**config.mk**
```make
export PLATFORM = sky130hd
export DESIGN_NAME = sdct_ctrl_flat
export DESIGN_NICKNAME = d
export VERILOG_FILES = /design/src/rtl/sdct_pkg.sv /design/src/rtl/sdct_link_if.sv /design/src/rtl/sdct_ctrl.sv /design/src/flat_wrapper.sv
export SDC_FILE = /design/constraint.sdc
export NUM_CORES = 1
export LEC_CHECK = 0
export BUFFER_PORTS_ARGS = -buffer_cell sky130_fd_sc_hd__clkbuf_2
export CORE_ASPECT_RATIO = 0.6
export CORE_MARGIN = 2
export CORE_UTILIZATION = 40
export CTS_BUF_LIST = sky130_fd_sc_hd__clkbuf_4
export DETAILED_ROUTE_END_ITERATION = 6
export GPL_TIMING_DRIVEN = 1
export PLACE_DENSITY_LB_ADDON = 0.15
export SYNTH_ARGS = -nofsm -noshare
export SYNTH_HDL_FRONTEND = slang
export SYNTH_SLANG_ARGS = --single-unit
```
**constraint.sdc**
```tcl
create_clock -name clk -period 8.4 [get_ports clk]
set_input_delay 1.68 -clock clk [delete_from_list [all_inputs] [get_ports clk]]
set_output_delay 1.68 -clock clk [all_outputs]
set_load 0.01 [all_outputs]
```
**src/rtl/sdct_pkg.sv**
```systemverilog
// Function
// - Device accepts write latency 1 to 7
// - Latency 1-3: receivers on at activate
// - Latency 4-7: receivers on at write
// - Latency above 4 needs latency*period over 7ns
// - No strobe rise in half cycle before preamble
// - Controller drives final postamble strobe rise
// - First strobe edge at write latency
// - Refresh to activate/refresh: 39 cycles
// - Activate to read: 10 cycles
// - Activate to write: 6 cycles
// - Activate to activate: 8 cycles
// - Last write beat to precharge: 9 cycles
// - Auto precharge starts 7 after last beat
// - Last write beat to read: 5 cycles
// - Mode load to any command: 6 cycles
// - Last auto-precharge write beat to activate: 18 cycles
// - Self refresh exit to read: 20000 cycles
// - All rows refreshed every 32 ms
// - Refresh and mode load only when idle
package sdct_pkg;
	typedef enum logic [3:0] {
		CMD_NOP, CMD_MODE, CMD_ACT, CMD_READ, CMD_WRITE,
		CMD_PRE, CMD_REFRESH, CMD_SREF_ENTER, CMD_SREF_EXIT
	} sdct_cmd_t;

	localparam int BANKS     = 4;
	localparam int BANK_W    = 2;
	localparam int ADDR_W    = 12;
	localparam int DATA_W    = 32;
	localparam int WL_W      = 3;
	localparam int AP_BIT    = 8;
	localparam int BEATS     = 2;
	localparam int GAP_W     = 8;
	localparam int SR_W      = 16;
	localparam int CNT_W     = 4;

	localparam logic [2:0] WL_MIN       = 3'h1;
	localparam logic [2:0] WL_EARLY_MAX = 3'h3;
	localparam logic [2:0] WL_CK_FREE   = 3'h4;
	localparam logic [2:0] WL_RESET     = 3'h5;
	localparam int WL_CK_LIMIT_PS       = 7000;

	localparam int CLK_PERIOD_NS  = 25;
	localparam int LINK_DIV       = 8;
	localparam int LINK_HALF      = LINK_DIV / 2;
	localparam int LINK_PERIOD_NS = CLK_PERIOD_NS * LINK_DIV;
	localparam int LINK_PERIOD_PS = LINK_PERIOD_NS * 1000;

	localparam int REFRESH_GAP      = 39;
	localparam int ACT_RD_GAP       = 10;
	localparam int ACT_WR_GAP       = 6;
	localparam int ACT_ACT_GAP      = 8;
	localparam int WR_PRE_GAP       = 9;
	localparam int AP_WR_RECOVERY   = 7;
	localparam int WR_RD_GAP        = 5;
	localparam int MODE_GAP         = 6;
	localparam int AP_TOTAL_GAP     = 18;
	localparam int SELFREF_EXIT_GAP = 20000;

	localparam int REFRESH_WINDOW_NS = 32_000_000;
	localparam int ROWS              = 4096;
	localparam int REFRESH_EVERY     = REFRESH_WINDOW_NS / ROWS / LINK_PERIOD_NS;
endpackage

```
**src/rtl/sdct_link_if.sv**
```systemverilog
`timescale 1ns/1ps
`default_nettype none
interface sdct_link_if;
	logic                               link_clk;
	sdct_pkg::sdct_cmd_t                cmd;
	logic [sdct_pkg::BANK_W-1:0]        bank;
	logic [sdct_pkg::ADDR_W-1:0]        addr;
	logic [sdct_pkg::DATA_W-1:0]        dq_o;
	logic                               dq_oe;
	logic                               strobe_o;
	logic                               strobe_oe;
	logic [sdct_pkg::DATA_W-1:0]        dq;
	logic                               write_strobe;

	// Termination pulls released lines high
	assign dq = dq_oe ? dq_o : '1;
	assign write_strobe = strobe_oe ? strobe_o : 1'b1;

	modport ctrl (output link_clk, cmd, bank, addr, dq_o, dq_oe, strobe_o, strobe_oe);
	modport mem (input link_clk, cmd, bank, addr, dq, write_strobe);
endinterface
`default_nettype wire

```
**src/rtl/sdct_ctrl.sv**
```systemverilog
`timescale 1ns/1ps
`default_nettype none
module sdct_ctrl #(
	parameter int SELFREF_EXIT_CYCLES = sdct_pkg::SELFREF_EXIT_GAP
)(
	input  wire logic                          clk,
	input  wire logic                          reset_n,
	input  wire logic                          ce,
	input  wire logic                          req_valid,
	input  wire sdct_pkg::sdct_cmd_t           req_cmd,
	input  wire logic [sdct_pkg::BANK_W-1:0]   req_bank,
	input  wire logic [sdct_pkg::ADDR_W-1:0]   req_addr,
	input  wire logic [63:0]                   req_wdata,
	output logic                               req_ack,
	output logic                               req_refused,
	output logic                               refresh_due,
	output logic [sdct_pkg::WL_W-1:0]          write_latency,
	sdct_link_if.ctrl                          link
);
	localparam int GW = sdct_pkg::GAP_W;
	localparam int SW = sdct_pkg::SR_W;
	localparam int CW = sdct_pkg::CNT_W;

	// ************************************************************
	// Link clock divider
	// ************************************************************
	logic [2:0]  div_reg, div_next;
	logic        lclk_reg, lclk_next;
	logic        tick;

	always_comb
	begin
		div_next = div_reg + 1'b1;
		lclk_next = div_next < 3'(sdct_pkg::LINK_HALF);
	end

	always_ff @(posedge clk or negedge reset_n)
	begin
		if (!reset_n)
		begin
			div_reg <= '0;
			lclk_reg <= 1'b1;
		end
		else if (ce)
		begin
			div_reg <= div_next;
			lclk_reg <= lclk_next;
		end
	end

	// Pins change on the falling link edge, mid-way between sampling edges
	assign tick = ce && div_reg == 3'(sdct_pkg::LINK_HALF - 1);

	// ************************************************************
	// Command gate, gap counters and write strobe
	// ************************************************************
	logic [3:0]         open_reg, open_next;
	logic [GW-1:0]      rd_gap_reg [4];
	logic [GW-1:0]      rd_gap_next [4];
	logic [GW-1:0]      wr_gap_reg [4];
	logic [GW-1:0]      wr_gap_next [4];
	logic [GW-1:0]      pre_gap_reg [4];
	logic [GW-1:0]      pre_gap_next [4];
	logic [GW-1:0]      dal_reg [4];
	logic [GW-1:0]      dal_next [4];
	logic [GW-1:0]      act_gap_reg, act_gap_next;
	logic [GW-1:0]      ref_gap_reg, ref_gap_next;
	logic [GW-1:0]      mode_gap_reg, mode_gap_next;
	logic [GW-1:0]      wr_rd_reg, wr_rd_next;
	logic [GW-1:0]      ref_tmr_reg, ref_tmr_next;
	logic [SW-1:0]      sr_gap_reg, sr_gap_next;
	logic               sref_reg, sref_next;
	logic               due_reg, due_next;
	logic [2:0]         wl_reg, wl_next;
	logic               ws_on_reg, ws_on_next;
	logic [CW-1:0]      ws_cnt_reg, ws_cnt_next;
	logic [63:0]        wdata_reg, wdata_next;
	logic               ack_reg, ack_next;
	logic               rej_reg, rej_next;
	sdct_pkg::sdct_cmd_t cmd_reg, cmd_next;
	logic [1:0]         bank_reg, bank_next;
	logic [11:0]        addr_reg, addr_next;
	logic [31:0]        dq_reg, dq_next;
	logic               dq_oe_reg, dq_oe_next;
	logic               str_reg, str_next;
	logic               str_oe_reg, str_oe_next;

	logic               all_idle;
	logic               legal;
	logic               wl_ok;
	logic               issue;
	logic               wr_issue;
	logic [CW-1:0]      k;
	logic [CW-1:0]      wl4;

	always_comb
	begin
		all_idle = 1'b1;
		for (int b = 0; b < sdct_pkg::BANKS; b++)
			if (open_reg[b] || dal_reg[b] != '0)
				all_idle = 1'b0;
		// Latency above the free limit only when latency times period clears it
		wl_ok = req_addr[2:0] >= sdct_pkg::WL_MIN
			&& (req_addr[2:0] <= sdct_pkg::WL_CK_FREE
			|| int'(req_addr[2:0]) * sdct_pkg::LINK_PERIOD_PS > sdct_pkg::WL_CK_LIMIT_PS);
		legal = 1'b0;
		if (sref_reg)
			legal = req_cmd == sdct_pkg::CMD_SREF_EXIT;
		else if (mode_gap_reg == '0)
			unique case (req_cmd)
				sdct_pkg::CMD_NOP:
					legal = 1'b1;
				sdct_pkg::CMD_MODE:
					legal = all_idle && !ws_on_reg && wl_ok;
				sdct_pkg::CMD_ACT:
					legal = !open_reg[req_bank] && act_gap_reg == '0
						&& ref_gap_reg == '0 && dal_reg[req_bank] == '0;
				sdct_pkg::CMD_READ:
					legal = open_reg[req_bank] && rd_gap_reg[req_bank] == '0
						&& wr_rd_reg == '0 && sr_gap_reg == '0 && !ws_on_reg;
				sdct_pkg::CMD_WRITE:
					legal = open_reg[req_bank] && wr_gap_reg[req_bank] == '0
						&& !ws_on_reg;
				sdct_pkg::CMD_PRE:
					legal = open_reg[req_bank] && pre_gap_reg[req_bank] == '0;
				sdct_pkg::CMD_REFRESH:
					legal = all_idle && ref_gap_reg == '0;
				sdct_pkg::CMD_SREF_ENTER:
					legal = all_idle && ref_gap_reg == '0;
				default:
					legal = 1'b0;
			endcase
		issue = tick && req_valid && legal;
		wr_issue = issue && req_cmd == sdct_pkg::CMD_WRITE;
		wl4 = {1'b0, wl_reg};

		open_next = open_reg;
		act_gap_next = act_gap_reg;
		ref_gap_next = ref_gap_reg;
		mode_gap_next = mode_gap_reg;
		wr_rd_next = wr_rd_reg;
		sr_gap_next = sr_gap_reg;
		ref_tmr_next = ref_tmr_reg;
		due_next = due_reg;
		sref_next = sref_reg;
		wl_next = wl_reg;
		wdata_next = wdata_reg;
		rd_gap_next = rd_gap_reg;
		wr_gap_next = wr_gap_reg;
		pre_gap_next = pre_gap_reg;
		dal_next = dal_reg;
		ack_next = issue;
		rej_next = tick && req_valid && !legal;
		if (tick)
		begin
			for (int b = 0; b < sdct_pkg::BANKS; b++)
			begin
				if (rd_gap_reg[b] != '0)
					rd_gap_next[b] = rd_gap_reg[b] - 1'b1;
				if (wr_gap_reg[b] != '0)
					wr_gap_next[b] = wr_gap_reg[b] - 1'b1;
				if (pre_gap_reg[b] != '0)
					pre_gap_next[b] = pre_gap_reg[b] - 1'b1;
				if (dal_reg[b] != '0)
					dal_next[b] = dal_reg[b] - 1'b1;
			end
			if (act_gap_reg != '0)
				act_gap_next = act_gap_reg - 1'b1;
			if (ref_gap_reg != '0)
				ref_gap_next = ref_gap_reg - 1'b1;
			if (mode_gap_reg != '0)
				mode_gap_next = mode_gap_reg - 1'b1;
			if (wr_rd_reg != '0)
				wr_rd_next = wr_rd_reg - 1'b1;
			if (sr_gap_reg != '0)
				sr_gap_next = sr_gap_reg - 1'b1;
			ref_tmr_next = ref_tmr_reg - 1'b1;
			if (ref_tmr_reg == '0)
			begin
				ref_tmr_next = GW'(sdct_pkg::REFRESH_EVERY - 1);
				due_next = 1'b1;
			end
		end
		if (issue)
			unique case (req_cmd)
				sdct_pkg::CMD_MODE:
				begin
					wl_next = req_addr[2:0];
					mode_gap_next = GW'(sdct_pkg::MODE_GAP - 1);
				end
				sdct_pkg::CMD_ACT:
				begin
					open_next[req_bank] = 1'b1;
					act_gap_next = GW'(sdct_pkg::ACT_ACT_GAP - 1);
					rd_gap_next[req_bank] = GW'(sdct_pkg::ACT_RD_GAP - 1);
					wr_gap_next[req_bank] = GW'(sdct_pkg::ACT_WR_GAP - 1);
				end
				sdct_pkg::CMD_WRITE:
				begin
					wdata_next = req_wdata;
					wr_rd_next = GW'(int'(wl_reg) + sdct_pkg::BEATS + sdct_pkg::WR_RD_GAP - 2);
					pre_gap_next[req_bank] =
						GW'(int'(wl_reg) + sdct_pkg::BEATS + sdct_pkg::WR_PRE_GAP - 2);
					if (req_addr[sdct_pkg::AP_BIT])
					begin
						open_next[req_bank] = 1'b0;
						dal_next[req_bank] =
							GW'(int'(wl_reg) + sdct_pkg::BEATS + sdct_pkg::AP_TOTAL_GAP - 2);
					end
				end
				sdct_pkg::CMD_PRE:
					open_next[req_bank] = 1'b0;
				sdct_pkg::CMD_REFRESH:
				begin
					ref_gap_next = GW'(sdct_pkg::REFRESH_GAP - 1);
					due_next = tick && ref_tmr_reg == '0; // Set wins
				end
				sdct_pkg::CMD_SREF_ENTER:
					sref_next = 1'b1;
				sdct_pkg::CMD_SREF_EXIT:
				begin
					sref_next = 1'b0;
					sr_gap_next = SW'(SELFREF_EXIT_CYCLES - 1);
				end
				default:
				begin
				end
			endcase
	end

	// Strobe and data slots counted from the write slot
	always_comb
	begin
		k = wr_issue ? '0 : ws_cnt_reg;
		ws_on_next = ws_on_reg;
		ws_cnt_next = ws_cnt_reg;
		cmd_next = cmd_reg;
		bank_next = bank_reg;
		addr_next = addr_reg;
		dq_next = dq_reg;
		dq_oe_next = dq_oe_reg;
		str_next = str_reg;
		str_oe_next = str_oe_reg;
		if (tick)
		begin
			cmd_next = issue ? req_cmd : sdct_pkg::CMD_NOP;
			bank_next = req_bank;
			addr_next = req_addr;
			dq_oe_next = 1'b0;
			str_oe_next = 1'b0;
			str_next = 1'b1;
			if (wr_issue || ws_on_reg)
			begin
				ws_on_next = 1'b1;
				ws_cnt_next = k + 1'b1;
				// Driving low from the released high: no rise ahead of preamble
				if (k == wl4 - 1'b1)
				begin
					str_oe_next = 1'b1;
					str_next = 1'b0;
				end
				else if (k == wl4)
				begin
					str_oe_next = 1'b1;
					dq_oe_next = 1'b1;
					dq_next = wdata_reg[31:0];
				end
				else if (k == wl4 + 1'b1)
				begin
					str_oe_next = 1'b1;
					str_next = 1'b0;
					dq_oe_next = 1'b1;
					dq_next = wdata_reg[63:32];
				end
				else if (k == wl4 + 2'd2)
				begin
					// Termination alone may not make the last rise
					str_oe_next = 1'b1;
					ws_on_next = 1'b0;
				end
			end
		end
	end

	always_ff @(posedge clk or negedge reset_n)
	begin
		if (!reset_n)
		begin
			open_reg <= '0;
			rd_gap_reg <= '{default: '0};
			wr_gap_reg <= '{default: '0};
			pre_gap_reg <= '{default: '0};
			dal_reg <= '{default: '0};
			act_gap_reg <= '0;
			ref_gap_reg <= '0;
			mode_gap_reg <= '0;
			wr_rd_reg <= '0;
			ref_tmr_reg <= GW'(sdct_pkg::REFRESH_EVERY - 1);
			sr_gap_reg <= '0;
			sref_reg <= 1'b0;
			due_reg <= 1'b0;
			wl_reg <= sdct_pkg::WL_RESET;
			ws_on_reg <= 1'b0;
			ws_cnt_reg <= '0;
			wdata_reg <= '0;
			ack_reg <= 1'b0;
			rej_reg <= 1'b0;
			cmd_reg <= sdct_pkg::CMD_NOP;
			bank_reg <= '0;
			addr_reg <= '0;
			dq_reg <= '0;
			dq_oe_reg <= 1'b0;
			str_reg <= 1'b1;
			str_oe_reg <= 1'b0;
		end
		else if (ce)
		begin
			open_reg <= open_next;
			rd_gap_reg <= rd_gap_next;
			wr_gap_reg <= wr_gap_next;
			pre_gap_reg <= pre_gap_next;
			dal_reg <= dal_next;
			act_gap_reg <= act_gap_next;
			ref_gap_reg <= ref_gap_next;
			mode_gap_reg <= mode_gap_next;
			wr_rd_reg <= wr_rd_next;
			ref_tmr_reg <= ref_tmr_next;
			sr_gap_reg <= sr_gap_next;
			sref_reg <= sref_next;
			due_reg <= due_next;
			wl_reg <= wl_next;
			ws_on_reg <= ws_on_next;
			ws_cnt_reg <= ws_cnt_next;
			wdata_reg <= wdata_next;
			ack_reg <= ack_next;
			rej_reg <= rej_next;
			cmd_reg <= cmd_next;
			bank_reg <= bank_next;
			addr_reg <= addr_next;
			dq_reg <= dq_next;
			dq_oe_reg <= dq_oe_next;
			str_reg <= str_next;
			str_oe_reg <= str_oe_next;
		end
	end

	assign req_ack = ack_reg;
	assign req_refused = rej_reg;
	assign refresh_due = due_reg;
	assign write_latency = wl_reg;
	assign link.link_clk = lclk_reg;
	assign link.cmd = cmd_reg;
	assign link.bank = bank_reg;
	assign link.addr = addr_reg;
	assign link.dq_o = dq_reg;
	assign link.dq_oe = dq_oe_reg;
	assign link.strobe_o = str_reg;
	assign link.strobe_oe = str_oe_reg;
endmodule
`default_nettype wire

```
**src/flat_wrapper.sv**
```systemverilog
// flat-port wrapper written by rule: the top's interface ports become plain ports
module sdct_ctrl_flat 
#(
	parameter int SELFREF_EXIT_CYCLES = sdct_pkg::SELFREF_EXIT_GAP
)
  (clk, reset_n, ce, req_valid, req_cmd, req_bank, req_addr, req_wdata, req_ack, req_refused, refresh_due, write_latency, link_link_clk, link_cmd, link_bank, link_addr, link_dq_o, link_dq_oe, link_strobe_o, link_strobe_oe);
  sdct_link_if link_i ();
  input  wire logic clk;
  input  wire logic reset_n;
  input  wire logic ce;
  input  wire logic req_valid;
  input  wire sdct_pkg::sdct_cmd_t req_cmd;
  input  wire logic [sdct_pkg::BANK_W-1:0] req_bank;
  input  wire logic [sdct_pkg::ADDR_W-1:0] req_addr;
  input  wire logic [63:0] req_wdata;
  output logic req_ack;
  output logic req_refused;
  output logic refresh_due;
  output logic [sdct_pkg::WL_W-1:0] write_latency;
  output wire logic [$bits(link_i.link_clk)-1:0] link_link_clk;
  output wire logic [$bits(link_i.cmd)-1:0] link_cmd;
  output wire logic [$bits(link_i.bank)-1:0] link_bank;
  output wire logic [$bits(link_i.addr)-1:0] link_addr;
  output wire logic [$bits(link_i.dq_o)-1:0] link_dq_o;
  output wire logic [$bits(link_i.dq_oe)-1:0] link_dq_oe;
  output wire logic [$bits(link_i.strobe_o)-1:0] link_strobe_o;
  output wire logic [$bits(link_i.strobe_oe)-1:0] link_strobe_oe;
  assign link_link_clk = link_i.link_clk;
  assign link_cmd = link_i.cmd;
  assign link_bank = link_i.bank;
  assign link_addr = link_i.addr;
  assign link_dq_o = link_i.dq_o;
  assign link_dq_oe = link_i.dq_oe;
  assign link_strobe_o = link_i.strobe_o;
  assign link_strobe_oe = link_i.strobe_oe;
  sdct_ctrl #(.SELFREF_EXIT_CYCLES(SELFREF_EXIT_CYCLES)) u_core (.clk(clk), .reset_n(reset_n), .ce(ce), .req_valid(req_valid), .req_cmd(req_cmd), .req_bank(req_bank), .req_addr(req_addr), .req_wdata(req_wdata), .req_ack(req_ack), .req_refused(req_refused), .refresh_due(refresh_due), .write_latency(write_latency), .link(link_i));
endmodule
```
### Yosys cells after proc, flatten, opt, wreduce, memory -nomap -nowiden

Index checks and enable logic that the tools add are counted.
Widths: inputs -> output; s select.

* mux-type cells: 105
* reductions and logical operators: 74
* equality and inequality tests: 14
* add/sub/neg operators: 34
* bitwise logic cells: 11
* $mul: 1
* magnitude comparators: 8

Operator list (count)
* $mux 32: 15
* $mux 8: 42
* $sub 8x1->8 const B: 21
* $reduce_bool 8->1: 20
* $logic_not 8->1: 9
* $bmux 8 s2: 4
* $bwmux 32: 2
* $mux 16: 4
* $and 24x24->24: 2
* $not 24->24: 2
* $gt 32x14->1 const B: 1
* $mux 1: 29
* $sub 8x3->8 const B: 3
* $logic_and 1x1->1: 22
* $demux 8 s2: 1
* $eq 4x3->1 const B: 4
* $logic_not 16->1: 1
* $or 8x8->8: 2
* $reduce_bool 16->1: 1
* $sub 16x1->16 const B: 1
* $mul 3x12->15 const B: 1
* $eq 4x4->1: 3
* $mux 4: 3
* $pmux 4 s3: 1
* 40 further kinds: 53

* output and inout bits: 60
* word-level logic and storage cells: 287
* register bits after elaboration: 321

### Longest topological paths before layout

Gate-level depths: netlist of the first run.

* depth after elaboration: 21
* depth in mapped cells: 15
* mapped depth without buffers: 11

### Worst setup path before layout of the first run

OpenSTA, ideal clock, no wires.

* kind: input-to-reg
* start point: input req_bank[1] (netlist bit)
* end point: register u_core.dq_reg[0] (netlist: u_core.link.dq_o[0])
* data required time: 8.275 ns
* slack: 3.913 ns
* buffers on the path: 2
* stages: 11
* arrival: 4.362 ns
* cell sequence: nand2b_1 > clkbuf_1 > a31oi_1 > or4_4 > o311a_4 > nor2_8 > o211ai_1 > a22oi_4 > buf_2 > mux2_2 > mux2_4

* longest elaborated chain between the ends: 18
* elaborated cells on any way between the ends: 44
* those cells by class: eq/ne: 3; mux: 19; bitwise: 2; reduce/logical: 20

RTL lines
* from (decl): RTL line flat_wrapper.sv:13 `input wire logic [sdct_pkg::BANK_W-1:0] req_bank;`
* $not 2->3 (implied by the code)
* $bmux 8 s2: RTL line sdct_ctrl.sv:119 `legal = open_reg[req_bank] && rd_gap_reg[req_bank] == '0`
* $mux 8 (implied by the code) (2 in a row): RTL line sdct_ctrl.sv:119
* $logic_not 8->1: RTL line sdct_ctrl.sv:119
* $logic_and 1x1->1: RTL line sdct_ctrl.sv:119
* $logic_and 1x1->1 (3 in a row): RTL line sdct_ctrl.sv:120 `&& wr_rd_reg == '0 && sr_gap_reg == '0 && !ws_on_reg;`
* $pmux 1 s7 *: RTL line sdct_ctrl.sv:110 `unique case (req_cmd)`
* $mux 1 *: RTL line sdct_ctrl.sv:109 `else if (mode_gap_reg == '0)`
* $mux 1 *: RTL line sdct_ctrl.sv:107 `if (sref_reg)`
* $logic_and 1x1->1 *: RTL line sdct_ctrl.sv:133 `issue = tick && req_valid && legal;`
* $logic_and 1x1->1 *: RTL line sdct_ctrl.sv:134 `wr_issue = issue && req_cmd == sdct_pkg::CMD_WRITE;`
* $mux 4: RTL line sdct_ctrl.sv:234 `k = wr_issue ? '0 : ws_cnt_reg;`
* $eq 4x4->1 (tied with other cells): RTL line sdct_ctrl.sv:268 `else if (k == wl4 + 1'b1)`
* $reduce_bool 2->1 (no source line) or $not 1->1 (tied branches)
* $reduce_and 5->1 (no source line)
* to (signal assigned): RTL line sdct_ctrl.sv:340 `dq_reg <= dq_next;`
* to (decl): RTL line sdct_ctrl.sv:83 `logic [31:0] dq_reg, dq_next;`

Mark *: on every way between the ends. The rest lies on a longest branch, timed or not. The select of a mux whose other input is x is not followed.
A chain may end at the register's enable or synchronous reset.

### Final worst setup path of the first run

* start point: input req_bank[1] (netlist bit)
* end point: register u_core.dq_reg[28] (netlist: u_core.link.dq_o[28])

Same word-level chain as after synthesis.

==> metrics, run 1 <==
final slew viol count 0; global-route wire length before repair ~74000 µm; Die Ht roughly 160 µm; final WL ~46000 µm; clock period minus worst slack 5.30 ns; leak pwr 9.46 nW; post-synth cell types 83; global router's overall resource usage between 20% and 30%; RSZ-0062 raised after global routing false; DR WL/cell ~17 µm; Post-synth EDFFs 0; Layout Area Growth over Synthesis 13.0%; grt total ovfl 0; post-CTS sizing 0; Final nets about 2100; routed vias/inst 5.29; slowest stage delay, CP about 0.81 ns; max reg flops 64; DIE AREA between 40000 and 50000 µm²; hold slack final 0.460 ns; register area share after synthesis about 47%; maximum clock path buffer count 3; synth top area cells dfrtp_1 46%, nand2_1 8.2%, nor2_1 4.2%; max-cap viol count 0; detailed-route DRC error count 0; Slowest-stage cell, CP o221a_4; Yosys top cell by area dfrtp_1; pin count of the biggest net entering global routing roughly 110; Worst EP required 9.03 ns; CP Launch Type input port; main flop type after synthesis dfrtp_1; Initial DRT Pass Iterations 5; # setup viols final 0; clock skew between 0.05 and 0.06 ns; CTS Buf Count 82; initial antenna violation count 2; vias in the first global route roughly 13000; min-delay src u_core.wdata_reg[2]; standard-cell row count between 50 and 60; Post-Syn Nets just under 2000; DR vias between 10000 and 15000; synthesis-stage register bit count around 320; Max Clk Rate ~190 MHz; Cell Area, Synth around 17000 µm²; gpl congestion around 0.86; Max FO, Critical Path 34; Worst R2R Setup Slack about 3.4 ns; Tightest Hold Check Type register to register; worst reg2reg path depth 10; CP Class input port to register; Cells on Worst Hold Path 2; clock sinks about 320; ratio of cells with drive above 1 in the final layout roughly 19%; status finished, final reports clean; Power Total just over 0.005 W; CP Cell Sequence clkbuf_2 -> nand2b_1 -> a31oi_1 -> or4_4 -> o311a_4 -> nor2_8 -> o211ai_1 -> a22oi_4 -> buf_4 -> o221a_4 -> mux2_2; origin of the critical flop-to-flop path u_core.wr_rd_reg[3]; Post-synth ARST share 100%; Ports ~150; Avg Inst Size Synth approximately 9.2 µm²; Worst Path Arrival just under 6 ns; PortBufs 145; Clock H-tree levels 3; period utilization a little over three fifths; Worst Tran Pin Value about 1 ns; Post-Syn Instances 1842; Core Area around 42000 µm²; setup_tns 0 ns; worst reg2reg endpoint u_core.link.dq_o[28]; post-synth top area share around 46%; CTS tree built; post-detail-place hpwl ~30000 µm; Max-slew headroom about a third; ANT nets after route 0; Root Driver clkbuf_4; Hold EP u_core.wdata_reg[2]; Die X around 270 µm; number of synthesis warnings 0; post-CTS setup buffer count 0; CP Capture Type register; maximum vdd ir drop around 0.00013 V; DR iter-0 viols 1222; Pwr Density between 200 and 300 nW/µm²; Final Hold Fails 0; # hold bufs at CTS 0; Util after Layout a little under half; Initial Util 40.5%; clock-pin slew on the worst setup and hold paths 0.06 ns; Clock Latency Late Sink 0.78 ns
-- cell usage in the layout, fill, tap and decap left out, types with 21 or more instances in the layout --
cell type    n
nand2_1    371
dfrtp_1    314
nor2_1     191
clkbuf_2   144
clkbuf_4   129
o21ai_0     88
nor3_1      78
xnor2_1     67
inv_1       66
a21oi_1     57
nand3_1     56
ha_1        54
mux2_2      37
nor4_1      34
xor2_1      32
mux2_4      29
or3_1       21
-- per-stage QoR --
stage,std cells,cell area (µm²),setup WS [ns]
3_3_place_gp,2491,18200,2.42
6_report,2632,19200,3.10
2_1_floorplan,1842,17000,3.91
5_1_grt,2632,19200,2.97
3_5_place_dp,2491,18200,2.34
4_1_cts,2631,19200,3.17
-- cell usage after synthesis (34+ instances only) --
master	number
clkbuf_1	58
nor2_1	191
inv_1	66
nand3_1	56
nor3_1	78
dfrtp_1	314
a21oi_1	57
o21ai_0	88
nand2_1	372
nor4_1	34
xnor2_1	67
mux2_2	37
ha_1	54
-- area by class of cell --
type                            count  area, µm²
Fill cell                        4113      22700
Multi-Input combinational cell   1372       8340
Sequential cell                   321       8040
Clock buffer                      129        968
Timing Repair Buffer              160        848
Tap cell                          570        713
Inverter                           68        255
Clock inverter                     11       43.8
Antenna cell                        1       2.50
-- how the worst max path moves through the flow --
stage                      from              endpoint  slack, ns  cells after the start
global route        req_bank[1]  u_core.link.dq_o[28]       2.97                     11
global placement    req_bank[1]  u_core.link.dq_o[28]       2.42                     11
floorplan           req_bank[1]   u_core.link.dq_o[0]       3.91                     11
CTS                 req_bank[1]  u_core.link.dq_o[28]       3.17                     11
detailed placement  req_bank[1]  u_core.link.dq_o[28]       2.34                     11
finish              req_bank[1]  u_core.link.dq_o[28]       3.10                     11
-- kinds of logic (layout without fill, tap and decap cells) --
kind of cell / after synthesis / in the layout / synth area share [%]
simple gates: 855 / 855 / 22.8
flops: 321 / 321 / 47.3
compound gates: 278 / 278 / 10.7
buf+inv: 149 / 368 / 3.70
xor+xnor: 99 / 99 / 5.10
mux: 86 / 86 / 6.38
fa+ha+maj: 54 / 54 / 3.97
other cells: 0 / 1 / 0
-- per-layer routing --
layer / global-route usage, % / vias up / routed length (µm)
met5: 0 / - / 0
met2: 28.9 / 355 / 18900
met1: 31.8 / 6795 / 23200
li1: - / 6702 / -
met4: 5.70 / 0 / 711
met3: 5.32 / 73 / 2820
-- worst max-delay path: cells and delay by family --
family / cells / cell delay (ns)
AOI/OAI and AO/OA: 5 / 1.63
and+or+nand+nor: 3 / 1.34
buffers and inverters: 2 / 0.82
muxes: 1 / 0.41
-- report_power, final --
part / internal (W) / switching (W) / total (W)
logic: 0.000613 / 0.000875 / 0.00149
clock network: 0.000691 / 0.000659 / 0.00135
registers: 0.00195 / 0.000398 / 0.00235
No activity file was read; power rests on OpenSTA's default activity.
==> run 2: changes to the inputs <==
==> constraint.sdc (replaced) <==
create_clock -name clk -period 5.6 [get_ports clk]
set_input_delay 1.12 -clock clk [delete_from_list [all_inputs] [get_ports clk]]
set_output_delay 1.12 -clock clk [all_outputs]
set_load 0.01 [all_outputs]
==> metrics, run 2 (same netlist as run 1, synthesis figures left out) <==
Final nets 2160; pin count of the biggest net entering global routing 114; slowest stage delay, CP approximately 0.76 ns; setup_tns 0 ns; worst reg2reg endpoint u_core.link.dq_o[28]; DP Worst Slack 0.656 ns; CP Class register to register; clock-pin slew on the worst setup and hold paths 0.08 ns; Worst Tran Pin Value between 0.9 and 1 ns; footprint of the multi-input gates 8340 µm²; grt total ovfl 0; CP Capture Type register; post-detail-place hpwl ~31000 µm; post-CTS setup buffer count 0; PortBufs about 150; # hold bufs at CTS 0; Clock H-tree levels 3; detailed-route DRC error count 0; CP Cell Sequence or4_1 -> nor4b_1 -> nand4_1 -> o311a_4 -> nor2_8 -> o21ai_0 -> a22oi_1 -> o221a_4 -> mux2_2; Crit path max-delay family simple AND/OR/NAND/NOR gates; vias in the first global route ~13000; gpl congestion about 0.87; final WL approximately 46000 µm; post-CTS sizing 0; FF/Latch Area roughly 8000 µm²; Root Driver clkbuf_4; filler instances 4159; CTS Buf Count 85; post-route insts no fill approximately 2700; clock skew a little under 0.07 ns; worst reg2reg path depth 9; standard-cell row count between 50 and 60; Worst R2R Setup Slack ~0.95 ns; Max-slew headroom between 30% and 40%; origin of the critical flop-to-flop path u_core.sr_gap_reg[3]; DR WL/cell between 15 and 20 µm; Clock Latency Late Sink 0.81 ns; commonest non-fill, non-tap cell in the layout nand2_1; clock period minus worst slack around 4.7 ns; max reg flops 64; routed vias/inst roughly 5.2; leak pwr 9.55 nW; Die X around 270 µm; DR iter-0 viols ~1100; DR vias roughly 14000; Max Clk Rate 215 MHz; Max FO, Critical Path 33; global-route wire length before repair about 73000 µm; most frequent cells in the layout 371 x nand2_1, 314 x dfrtp_1, 191 x nor2_1; Worst Path Buf+Inv 0; Power Total approximately 0.008 W; max-cap viol count 0; Slowest-stage cell, CP o221a_4; crit path from u_core.sr_gap_reg[3]; Pwr Density slightly above 400 nW/µm²; Final Worst Setup Slack between 0.9 and 1 ns; CP Launch Type register; hold slack final about 0.38 ns; Worst EP required approximately 6.3 ns; Initial Util approximately 41%; Post-Place Cells 2503; Core Area approximately 42000 µm²; maximum vdd ir drop between 0.00015 and 0.0002 V; initial antenna violation count 2; CTS tree built; Ports around 150; clock sinks between 300 and 400; DIE AREA between 40000 and 50000 µm²; # setup viols final 0; final slew viol count 0; ratio of cells with drive above 1 in the final layout 19.7%; Final Hold Fails 0; status finished, final reports clean; Worst Path Arrival between 5 and 6 ns; Layout Area Growth over Synthesis 14.0%; Worst path depth 9; Tightest Hold Check Type input port to async pin; RSZ-0062 raised after global routing false; Die Ht between 150 and 200 µm; Initial DRT Pass Iterations 5; ANT nets after route 0; maximum clock path buffer count 3; period utilization just over 80%; global router's overall resource usage around a fifth
-- run 2: power breakdown --
group	switching, W	internal [W]	leakage (nW)
sequential	0.000582	0.00292	4.22
clock	0.00101	0.00112	0.647
combinational	0.00129	0.000937	4.68
total	0.00288	0.00498	9.55
-- run 2: worst max path at each step --
stage	endpoint	slack, ns
finish	u_core.link.dq_o[28]	0.95
global route	u_core.link.dq_o[28]	0.80
floorplan	u_core.link.dq_o[0]	1.67
detailed placement	u_core.link.dq_o[28]	0.66
global placement	u_core.link.dq_o[28]	0.79
CTS	u_core.link.dq_o[28]	1.01
-- run 2: cell type report --
cell class,instances,share of cell area [%]
Clock buffer,127,4.92
Antenna cell,4,0.0516
Sequential cell,321,41.5
Clock inverter,19,0.652
Timing Repair Buffer,172,4.90
Multi-Input combinational cell,1372,43.0
Inverter,68,1.32
Tap cell,570,3.68
-- run 2: per-layer routing --
layer	track usage, %	part of all wire, %	vias to the layer above
met4	5.55	1.5	0
li1	-	-	6750
met2	28.6	41	367
met5	0	0	-
met3	5.12	6.7	63
met1	31.9	51	6744
-- run 2: through the flow --
stage / instance area (µm²) / util [%]
2_1_floorplan: 17000 / -
3_3_place_gp: 18300 / 43.6
3_5_place_dp: 18300 / 43.6
4_1_cts: 19400 / 46.2
5_1_grt: 19400 / 46.2
6_report: 19400 / 46.2
-- run 2: worst reg2reg max path, cell delays in order (launching register included) --
cell and delay, ns:
dfrtp_1 0.43, or4_1 0.63, nor4b_1 0.59, nand4_1 0.37
o311a_4 0.50, nor2_8 0.32, o21ai_0 0.17, a22oi_1 0.33
o221a_4 0.76, mux2_2 0.42
